--- src/hw/msl_pkg.sv ---
package msl_pkg;

    // ****************************************************************
    // Register map (byte addresses)
    // ****************************************************************
    localparam logic [11:0] ADDR_MODE = 12'h000;
    localparam logic [11:0] ADDR_MISC = 12'h004;
    localparam logic [11:0] ADDR_SEC = 12'h008;
    localparam logic [11:0] ADDR_LPCTL = 12'h00c;
    localparam logic [11:0] ADDR_STATUS = 12'h010;

    // ****************************************************************
    // Field positions
    // ****************************************************************
    localparam int MISC_FLASH_EN_BIT = 0;
    localparam int MISC_OSC_BIT = 1;
    localparam int SEC_SECURED_BIT = 0;
    localparam int SEC_ERASED_BIT = 1;
    localparam int LP_PSEUDO_BIT = 0;
    localparam int ST_DBG_ACT_BIT = 0;
    localparam int ST_DBG_BLK_BIT = 1;
    localparam int ST_LP_LSB = 2;

    // ****************************************************************
    // Operating modes, pin pattern hi,mid,lo
    // ****************************************************************
    typedef enum logic [2:0] {
        MSL_SPECIAL_SINGLE = 3'h0,
        MSL_EMUL_NARROW = 3'h1,
        MSL_SPECIAL_TEST = 3'h2,
        MSL_EMUL_WIDE = 3'h3,
        MSL_NORMAL_SINGLE = 3'h4,
        MSL_NORMAL_NARROW = 3'h5,
        MSL_PERIPHERAL = 3'h6,
        MSL_NORMAL_WIDE = 3'h7
    } msl_mode_t;

    // Low-power states
    typedef enum logic [1:0] {
        MSL_LP_RUN = 2'h0,
        MSL_LP_STOP = 2'h1,
        MSL_LP_PSEUDO = 2'h2,
        MSL_LP_WAIT = 2'h3
    } msl_lp_t;

    // Strap pins travelling together
    typedef struct packed {
        logic mode_select_hi;
        logic mode_select_mid;
        logic mode_select_lo;
        logic flash_visibility_strap;
        logic oscillator_type_select;
    } msl_straps_t;

    // Processor requests into the sequencer
    typedef struct packed {
        logic stop_instr;
        logic wait_instruction;
        logic ext_irq;
    } msl_cpu_req_t;

    localparam logic [31:0] RESET_DATA = 32'h0000_0000;

endpackage : msl_pkg

--- src/hw/msl_top.sv ---
`timescale 1ns/1ps

// ********************************************************************
// Mode select, security and low-power controller
// ********************************************************************

// Summary of operation
// - Mode pins latch into the mode register at reset release.
// - Flash visibility strap latches into the flash-enable bit at release.
// - Flash-enable one maps flash; zero removes it from the map.
// - Mode register reports mode; writes allow limited mode changes only.
// - Pattern 000: special single chip, debug active, flash enabled.
// - Other modes: debug permitted, active only after a serial command.
// - Pattern 001: emulation narrow, flash enable is inverted strap.
// - Pattern 010: special test wide, flash enable forced zero.
// - Pattern 011: emulation wide, flash enable is inverted strap.
// - Pattern 100: normal single chip, flash enable forced one.
// - Pattern 101: normal narrow, flash enable equals strap.
// - Pattern 111: normal wide, flash enable equals strap.
// - Oscillator pin: one selects Colpitts, zero Pierce or external.
// - Secured state comes from nonvolatile flash security bits.
// - Secured normal single chip: everything normal except debug blocked.
// - Secured reset into expanded mode: flash disabled, debug blocked.
// - Erase verify in special single chip; early reset keeps it secured.
// - Full stop halts all clocks and oscillator; reset or irq wakes.
// - Pseudo stop keeps oscillator, timer and watchdog; faster wake.
// - Wait halts processor, buses static, peripherals clocked.
module msl_top (
    input wire logic pclk,
    input wire logic presetn,
    input wire logic [11:0] paddr,
    input wire logic psel,
    input wire logic penable,
    input wire logic pwrite,
    input wire logic [31:0] pwdata,
    output logic [31:0] prdata,
    output logic pready,
    output logic pslverr,
    input wire msl_pkg::msl_straps_t straps,
    input wire logic nv_secure,
    input wire logic flash_erased,
    input wire logic dbg_activate,
    input wire msl_pkg::msl_cpu_req_t cpu_req,
    output logic flash_mapped,
    output logic debug_active,
    output logic debug_blocked,
    output logic osc_colpitts,
    output logic osc_enable,
    output logic core_clk_en,
    output logic periph_clk_en,
    output logic lp_keep_en,
    output logic cpu_halt
);

    // ****************************************************************
    // Helpers
    // ****************************************************************

    // Flash enable from mode and strap at reset release
    function automatic logic flash_for_mode(msl_pkg::msl_mode_t m,
                                            logic strap);
        case (m)
            msl_pkg::MSL_SPECIAL_SINGLE: flash_for_mode = 1'b1;
            msl_pkg::MSL_EMUL_NARROW: flash_for_mode = ~strap;
            msl_pkg::MSL_SPECIAL_TEST: flash_for_mode = 1'b0;
            msl_pkg::MSL_EMUL_WIDE: flash_for_mode = ~strap;
            msl_pkg::MSL_NORMAL_SINGLE: flash_for_mode = 1'b1;
            msl_pkg::MSL_NORMAL_NARROW: flash_for_mode = strap;
            msl_pkg::MSL_PERIPHERAL: flash_for_mode = 1'b1;
            msl_pkg::MSL_NORMAL_WIDE: flash_for_mode = strap;
            default: flash_for_mode = 1'b0;
        endcase
    endfunction : flash_for_mode

    // Expanded bus modes, where secured flash must be hidden
    function automatic logic is_expanded(msl_pkg::msl_mode_t m);
        is_expanded = (m != msl_pkg::MSL_SPECIAL_SINGLE) &&
                      (m != msl_pkg::MSL_NORMAL_SINGLE) &&
                      (m != msl_pkg::MSL_PERIPHERAL);
    endfunction : is_expanded

    // Allowed run-time mode changes: special to any non-peripheral,
    // normal single chip only to a normal expanded mode
    function automatic logic mode_change_ok(msl_pkg::msl_mode_t from,
                                            msl_pkg::msl_mode_t to);
        logic special;
        special = (from == msl_pkg::MSL_SPECIAL_SINGLE) ||
                  (from == msl_pkg::MSL_SPECIAL_TEST);
        if (to == msl_pkg::MSL_PERIPHERAL) begin
            mode_change_ok = 1'b0;
        end else if (special) begin
            mode_change_ok = 1'b1;
        end else if (from == msl_pkg::MSL_NORMAL_SINGLE) begin
            mode_change_ok = (to == msl_pkg::MSL_NORMAL_NARROW) ||
                             (to == msl_pkg::MSL_NORMAL_WIDE);
        end else begin
            mode_change_ok = 1'b0;
        end
    endfunction : mode_change_ok

    // ****************************************************************
    // Pin synchronisers and strap capture
    // ****************************************************************
    msl_pkg::msl_straps_t straps_s;
    logic [2:0] misc_in;
    logic [2:0] misc_s;
    logic nv_secure_s;
    logic flash_erased_s;
    logic dbg_activate_s;

    assign misc_in = {nv_secure, flash_erased, dbg_activate};
    assign nv_secure_s = misc_s[2];
    assign flash_erased_s = misc_s[1];
    assign dbg_activate_s = misc_s[0];

    msl_sync #(.WIDTH($bits(msl_pkg::msl_straps_t))) u_strap_sync (
        .pclk(pclk),
        .presetn(presetn),
        .din(straps),
        .dout(straps_s)
    );

    msl_sync #(.WIDTH(3)) u_misc_sync (
        .pclk(pclk),
        .presetn(presetn),
        .din(misc_in),
        .dout(misc_s)
    );

    // Sync delay: capture at the third edge after release, once
    logic [1:0] settle;
    logic captured;

    always_ff @(posedge pclk or negedge presetn) begin
        if (!presetn) begin
            settle <= 2'h0;
            captured <= 1'b0;
        end else if (!captured) begin
            settle <= settle + 2'h1;
            captured <= (settle == 2'h2);
        end
    end

    logic do_capture;
    assign do_capture = !captured && (settle == 2'h2);

    // ****************************************************************
    // Mode, flash and security state
    // ****************************************************************
    msl_pkg::msl_mode_t mode;
    logic flash_en;
    logic osc_sel;
    logic secured;
    logic dbg_act;
    logic pseudo_sel;
    logic wr_en;
    logic [31:0] wdata;
    msl_pkg::msl_mode_t wr_mode;

    assign wr_en = psel && penable && pwrite;
    assign wdata = pwdata;
    assign wr_mode = msl_pkg::msl_mode_t'(wdata[2:0]);

    // Mode latches at release, then only legal switches take effect
    always_ff @(posedge pclk or negedge presetn) begin
        if (!presetn) begin
            mode <= msl_pkg::MSL_SPECIAL_SINGLE;
        end else if (do_capture) begin
            mode <= msl_pkg::msl_mode_t'({straps_s.mode_select_hi,
                                          straps_s.mode_select_mid,
                                          straps_s.mode_select_lo});
        end else if (wr_en && paddr == msl_pkg::ADDR_MODE &&
                     mode_change_ok(mode, wr_mode)) begin
            mode <= wr_mode;
        end
    end

    // Secured flag sampled from nonvolatile bits at every reset,
    // so a reset before reprogramming leaves it secured
    always_ff @(posedge pclk or negedge presetn) begin
        if (!presetn) begin
            secured <= 1'b1;
        end else if (do_capture) begin
            secured <= nv_secure_s;
        end else if (!nv_secure_s && flash_erased_s) begin
            secured <= 1'b0;
        end
    end

    // Flash enable from strap and mode; secured expanded hides flash
    always_ff @(posedge pclk or negedge presetn) begin
        if (!presetn) begin
            flash_en <= 1'b0;
        end else if (do_capture) begin
            flash_en <= flash_for_mode(
                msl_pkg::msl_mode_t'({straps_s.mode_select_hi,
                                      straps_s.mode_select_mid,
                                      straps_s.mode_select_lo}),
                straps_s.flash_visibility_strap);
        end else if (wr_en && paddr == msl_pkg::ADDR_MISC) begin
            flash_en <= wdata[msl_pkg::MISC_FLASH_EN_BIT];
        end
    end

    // Oscillator type is fixed from the strap
    always_ff @(posedge pclk or negedge presetn) begin
        if (!presetn) begin
            osc_sel <= 1'b0;
        end else if (do_capture) begin
            osc_sel <= straps_s.oscillator_type_select;
        end
    end

    // Debug active at once in special single chip, else on command
    always_ff @(posedge pclk or negedge presetn) begin
        if (!presetn) begin
            dbg_act <= 1'b0;
        end else if (do_capture) begin
            dbg_act <= ({straps_s.mode_select_hi, straps_s.mode_select_mid,
                         straps_s.mode_select_lo} ==
                        msl_pkg::MSL_SPECIAL_SINGLE);
        end else if (captured && dbg_activate_s) begin
            dbg_act <= 1'b1;
        end
    end

    // Stop flavour config bit
    always_ff @(posedge pclk or negedge presetn) begin
        if (!presetn) begin
            pseudo_sel <= 1'b0;
        end else if (wr_en && paddr == msl_pkg::ADDR_LPCTL) begin
            pseudo_sel <= wdata[msl_pkg::LP_PSEUDO_BIT];
        end
    end

    // ****************************************************************
    // Low-power sequencing
    // ****************************************************************
    msl_pkg::msl_lp_t lp_state;

    msl_lowpower u_lp (
        .pclk(pclk),
        .presetn(presetn),
        .req(cpu_req),
        .pseudo_sel(pseudo_sel),
        .state(lp_state)
    );

    // ****************************************************************
    // Registered outputs
    // ****************************************************************
    logic blocked;
    // Secured part blocks debug in every mode it can be reset into,
    // except special single chip which runs the erase verify
    assign blocked = secured &&
                     (mode != msl_pkg::MSL_SPECIAL_SINGLE);

    always_ff @(posedge pclk or negedge presetn) begin
        if (!presetn) begin
            flash_mapped <= 1'b0;
            debug_active <= 1'b0;
            debug_blocked <= 1'b0;
            osc_colpitts <= 1'b0;
        end else begin
            flash_mapped <= flash_en &&
                            !(secured && is_expanded(mode));
            debug_active <= dbg_act && !blocked;
            debug_blocked <= blocked;
            osc_colpitts <= osc_sel;
        end
    end

    // Clock gating per low-power state
    always_ff @(posedge pclk or negedge presetn) begin
        if (!presetn) begin
            osc_enable <= 1'b1;
            core_clk_en <= 1'b1;
            periph_clk_en <= 1'b1;
            lp_keep_en <= 1'b1;
            cpu_halt <= 1'b0;
        end else begin
            osc_enable <= (lp_state != msl_pkg::MSL_LP_STOP);
            core_clk_en <= (lp_state == msl_pkg::MSL_LP_RUN) ||
                           (lp_state == msl_pkg::MSL_LP_WAIT);
            periph_clk_en <= (lp_state == msl_pkg::MSL_LP_RUN) ||
                             (lp_state == msl_pkg::MSL_LP_WAIT);
            lp_keep_en <= (lp_state != msl_pkg::MSL_LP_STOP);
            cpu_halt <= (lp_state != msl_pkg::MSL_LP_RUN);
        end
    end

    // ****************************************************************
    // APB slave, one wait-free cycle; unmapped reads and writes error
    // ****************************************************************
    logic [31:0] next_rdata;
    logic next_err;

    always_comb begin
        next_rdata = msl_pkg::RESET_DATA;
        next_err = 1'b0;
        case (paddr)
            msl_pkg::ADDR_MODE: next_rdata[2:0] = mode;
            msl_pkg::ADDR_MISC: begin
                next_rdata[msl_pkg::MISC_FLASH_EN_BIT] = flash_en;
                next_rdata[msl_pkg::MISC_OSC_BIT] = osc_sel;
            end
            msl_pkg::ADDR_SEC: begin
                next_rdata[msl_pkg::SEC_SECURED_BIT] = secured;
                next_rdata[msl_pkg::SEC_ERASED_BIT] = flash_erased_s;
            end
            msl_pkg::ADDR_LPCTL:
                next_rdata[msl_pkg::LP_PSEUDO_BIT] = pseudo_sel;
            msl_pkg::ADDR_STATUS: begin
                next_rdata[msl_pkg::ST_DBG_ACT_BIT] = dbg_act && !blocked;
                next_rdata[msl_pkg::ST_DBG_BLK_BIT] = blocked;
                next_rdata[msl_pkg::ST_LP_LSB +: 2] = lp_state;
            end
            default: next_err = 1'b1;
        endcase
    end

    // Ready is registered from the setup cycle, so it is high in the first access cycle
    always_ff @(posedge pclk or negedge presetn) begin
        if (!presetn) begin
            prdata <= msl_pkg::RESET_DATA;
            pready <= 1'b0;
            pslverr <= 1'b0;
        end else begin
            pready <= psel && !penable;
            pslverr <= psel && !penable && next_err;
            if (psel && !penable && !pwrite) begin
                prdata <= next_rdata;
            end
        end
    end

endmodule : msl_top

--- src/hw/msl_sync.sv ---
`timescale 1ns/1ps
// Two-flop synchroniser for a bundle of pin levels
module msl_sync #(
    parameter int WIDTH = 1
) (
    input wire logic pclk,
    input wire logic presetn,
    input wire logic [WIDTH-1:0] din,
    output logic [WIDTH-1:0] dout
);
    logic [WIDTH-1:0] meta;

    // First stage feeds only the second
    always_ff @(posedge pclk or negedge presetn) begin
        if (!presetn) begin
            meta <= '0;
            dout <= '0;
        end else begin
            meta <= din;
            dout <= meta;
        end
    end
endmodule : msl_sync

--- src/hw/msl_lowpower.sv ---
`timescale 1ns/1ps
// Low-power sequencer: run, full stop, pseudo stop, wait
module msl_lowpower (
    input wire logic pclk,
    input wire logic presetn,
    input wire msl_pkg::msl_cpu_req_t req,
    input wire logic pseudo_sel,
    output msl_pkg::msl_lp_t state
);
    // Stop picks full or pseudo from the config bit; irq wakes
    always_ff @(posedge pclk or negedge presetn) begin
        if (!presetn) begin
            state <= msl_pkg::MSL_LP_RUN;
        end else begin
            case (state)
                msl_pkg::MSL_LP_RUN: begin
                    if (req.stop_instr) begin
                        state <= pseudo_sel ? msl_pkg::MSL_LP_PSEUDO
                                            : msl_pkg::MSL_LP_STOP;
                    end else if (req.wait_instruction) begin
                        state <= msl_pkg::MSL_LP_WAIT;
                    end
                end
                msl_pkg::MSL_LP_STOP, msl_pkg::MSL_LP_PSEUDO,
                msl_pkg::MSL_LP_WAIT: begin
                    if (req.ext_irq) begin
                        state <= msl_pkg::MSL_LP_RUN;
                    end
                end
                default: state <= msl_pkg::MSL_LP_RUN;
            endcase
        end
    end
endmodule : msl_lowpower

--- config.mk ---
export PLATFORM = sky130hd
export DESIGN_NAME = msl_top
export DESIGN_NICKNAME = d
export VERILOG_FILES = /design/src/hw/msl_pkg.sv /design/src/hw/msl_top.sv /design/src/hw/msl_sync.sv /design/src/hw/msl_lowpower.sv
export SDC_FILE = /design/constraint.sdc
export NUM_CORES = 1
export LEC_CHECK = 0
export ABC_CLOCK_PERIOD_IN_PS = 1800
export BUFFER_PORTS_ARGS = -buffer_cell sky130_fd_sc_hd__buf_4
export CORE_ASPECT_RATIO = 0.75
export CORE_MARGIN = 1.5
export CORE_UTILIZATION = 45
export CTS_CLUSTER_SIZE = 24
export DETAILED_ROUTE_END_ITERATION = 6
export PLACE_DENSITY = 0.8
export SLEW_MARGIN = 40
export SYNTH_ARGS = -nofsm -noshare
export SYNTH_HDL_FRONTEND = slang
export SYNTH_SLANG_ARGS = --single-unit
--- constraint.sdc ---
create_clock -name pclk -period 1.8 [get_ports pclk]
set_input_delay 0.18 -clock pclk [delete_from_list [all_inputs] [get_ports pclk]]
set_output_delay 0.18 -clock pclk [all_outputs]
set_load 0.05 [all_outputs]
==> results.md <==
* Bufs on Longest Clock Path at 2
* Area growth from synthesis to layout at 24.7%
* Crit. End Element: flop
* Depth of the critical timing path with buffers and inverters included at 4
* Startpoint types: flop
* Clock network latency to the later pin of the worst-skew pair at 0.29 ns
* Die Outline Area at 4750 sq um
* Total cell area at the placement stage at 2240 sq um
* Minimum period implied by the final worst setup slack at about 1.5 ns
* Clk Tree Root Cell: clkbuf_8
* CTS tree: yes
* Type of the worst min-delay path: primary input to flop
* Worst slack after detailed placement at between 0.01 and 0.015 ns
* TritonCTS sink count at 42
* CTS resizes at 0
* Largest fanout of any net on the critical path at 6
* Slowest Stage Delay on Critical Path at 0.50 ns
* Fraction of registers with async set or reset after synthesis at 1.00
* Post-route DRC violation count at 0
* Final antenna-violating net count at 0
* Endpoints failing setup at 0
* End of the worst register-to-register path: prdata[1]$_DFFE_PN0P_
* Number of distinct library cells after synthesis at 44
* Total negative slack at 0 ns
* Placed Instances at between 200 and 300
* Capturing element of the worst setup path: prdata[1]$_DFFE_PN0P_
* Total global routing overflow at 0
* CORE AREA at around 4100 sq um
* Part of the cycle the worst path needs at 0.857
* Area of all placed cells without fillers at approximately 2400 sq um
* Fin. Hold Viols at 0
* Post-CTS setup-driven buffer insertion count at 0
* Relative slew slack at 0.656
* CP most frequent cell: o31ai_1
* Net count of the finished layout at between 200 and 300
* Smallest setup slack after layout at 0.258 ns
* Power density over cell area at around 1000 nW/um^2
* Routed via count at 1333
* Fmax at 648 MHz
* Yosys warning count at 0
* Worst Clk Skew at 0.00475 ns
* Number of port buffers at 45
* Effective utilization at floorplan at 0.477
* Category of the critical setup timing path: flop to flop
* Cell chain of the critical path: o31ai_1, nor4b_1, a211oi_1, o31ai_1
* DR WL/cell at 11.7 um
* Gr usage total at 0.160
* Least-Margin Pin Slew at 0.512 ns
* Number of optimization iterations in the first detailed-route pass at 4
* Width of the die at ~79 um
* Number of buffers and inverters on the critical path at 0
* Unrepaired setup endpoints after global routing: no
* CP Launch Point: mode[2]$_DFFE_PN0P_
* Fraction of layout cells with a size suffix above 1 at 0.297
* Die extent in y at ~60 um
* Vias in the first global route at 1270
* Total of flip-flops plus latches after synthesis at 42
* H-tree lvl count at 2
* Overall power consumption at 2530 uW
* Mapped Avg Cell Area at 11.0 sq um
* Via count normalized by instance count at 4.58
* TritonCTS Buffers at 5
* Leakage power total at approximately 0.0012 uW
* Synth Instances at 177
* Global-route wire length before repair at 5650 um
* Placer Congestion at around 0.75
* Synthesized area at 1960 sq um
* Run status: complete, no violations
* Dominant synthesized flop cell: dfrtp_1
* VDD IR max at 0.814 mV
* Crit path required time at a little under 2 ns
* Detailed Place HPWL at about 2500 um
* ANT cells at 0
* Number of fill cells at 367
* Final non-filler cell total at 291
* Count of flip-flops with a built-in enable after synthesis at 0
* Logic depth of the worst register-to-register path at 4
* Part of the Yosys area used for sequential elements at 0.539
* Antenna violations before repair at 0
* Post-CTS Hold Buffers at 9
* RR Startpoint: mode[2]$_DFFE_PN0P_
* Maximum number of pins on one net before global-route repair at 43
* Drt initial violations at 80
* Total wirelength of the detailed-routed design at 3400 um
* Maximum Capacitance Violations at 0
* Slowest cell on crit path: o31ai_1
* Kind of cell adding the most delay to the critical path: compound AO/OA/AOI/OAI gates
* Clock input transition at the sequential cells of the worst setup and hold paths at 0.08 ns
* Final Max Slew Viols at 0
* Standard-cell rows at 20
* Top-Level Pins at 103
* Minimum setup slack among reg-to-reg paths at 0.26 ns
* Data arrival time of the worst path at approximately 1.7 ns
-- synth_stat cells, types with 2 or more instances --
library cell	n	area share
dfrtp_1	39	0.50
buf_4	30	0.12
nor2_1	13	0.025
nand2_1	12	0.023
o21ai_0	11	0.028
inv_1	8	0.015
a21oi_1	6	0.015
nor2b_1	5	0.016
ha_1	4	0.026
clkbuf_1	3	0.0058
dfstp_2	3	0.040
nor3_1	3	0.0077
and2_1	2	0.0064
and4_2	2	0.010
mux2i_1	2	0.010
nand2b_1	2	0.0064
nand4_1	2	0.0064
nor4b_1	2	0.0090
o31ai_1	2	0.0077
or3_1	2	0.0064
-- cell usage in the layout, fill, tap and decap left out, types with 2 or more instances in the layout --
cell type | netlist | layout
buf_4 | 30 | 50
dfstp_2 | 3 | 3
and4_2 | 2 | 2
dfrtp_1 | 39 | 39
nand2b_1 | 2 | 2
or3_1 | 2 | 2
clkinv_2 | 0 | 2
inv_1 | 8 | 8
o31ai_1 | 2 | 2
nor2_1 | 13 | 13
nand2_1 | 12 | 12
ha_1 | 4 | 4
dlygate4sd3_1 | 0 | 9
clkbuf_8 | 1 | 5
nor3_1 | 3 | 3
o21ai_0 | 11 | 11
nand4_1 | 2 | 2
and2_1 | 2 | 2
nor2b_1 | 5 | 5
nor4b_1 | 2 | 2
conb_1 | 1 | 28
a21oi_1 | 6 | 6
mux2i_1 | 2 | 2
-- routing by layer --
layer,track usage,wire length [um],part of all wire
met5,0,0,0
met4,0.0526,17,0.0050
met3,0.0519,197,0.058
met2,0.280,1780,0.52
met1,0.189,1400,0.41
-- cell type report --
class	instances	area (sq um)	area share
sequential	42	1050	0.433
clock buffer	5	68.8	0.0282
timing repair buffer	59	465	0.191
multi-input combinational	119	711	0.291
inverter	8	30.0	0.0123
tap	55	68.8	0.0282
clock inverter	3	40.0	0.0164
-- worst register-to-register path: cells and delay by family, from the launching register on --
family	cells	cell delay (ns)
simple gates	1	0.11
compound gates	3	0.88
flops	1	0.44
-- worst min-delay path by stage --
| stage | from | endpoint | slack (ns) | depth (start not counted) |
|---|---|---|---|---|
| finish | penable | pready$_DFF_PN0_ | 0.08 | 2 |
| global route | penable | pready$_DFF_PN0_ | 0.07 | 2 |
| CTS | penable | pready$_DFF_PN0_ | 0.06 | 2 |
| detailed placement | presetn | prdata[3]$_DFFE_PN0P_ | 0.19 | 1 |
| global placement | presetn | prdata[3]$_DFFE_PN0P_ | 0.18 | 1 |
| floorplan | presetn | captured$_DFF_PN0_ | -0.12 | 0 |
-- cell families (layout without fill, tap and decap cells) --
| group | after synthesis | in the layout | share of synthesized area |
|---|---|---|---|
| AO/OA/AOI/OAI | 28 | 28 | 0.0889 |
| XOR/XNOR | 2 | 2 | 0.00896 |
| adder cells (fa/ha/maj) | 4 | 4 | 0.0256 |
| buffers and inverters | 43 | 75 | 0.149 |
| flip-flops | 42 | 42 | 0.539 |
| multiplexers | 4 | 4 | 0.0294 |
| other | 1 | 28 | 0.00192 |
| AND/OR/NAND/NOR | 53 | 53 | 0.157 |
-- stage by stage --
| step | utilization | hold slack (ns) |
|---|---|---|
| after CTS | 0.594 | 0.0616 |
| after global placement | 0.546 | 0.184 |
| after floorplan | - | -0.116 |
| after global routing | 0.594 | 0.0717 |
| final | 0.594 | 0.0761 |
| after detailed placement | 0.546 | 0.192 |
-- flip-flops by register name, summed over array words and instances, names as in the netlist, 2 cells and up --
name / count
prdata: 4
u_misc_sync.meta: 3
u_lp.state: 2
u_misc_sync.dout: 3
u_strap_sync.dout: 5
mode: 3
u_strap_sync.meta: 5
settle: 2
-- power breakdown --
part | internal, uW | leakage [uW] | switching (uW)
logic | 215 | 0.000634 | 505
clock network | 408 | 0.0000579 | 302
registers | 1050 | 0.000487 | 50.6
total | 1670 | 0.00118 | 857
Note: power is estimated with default switching activity, not from simulation.
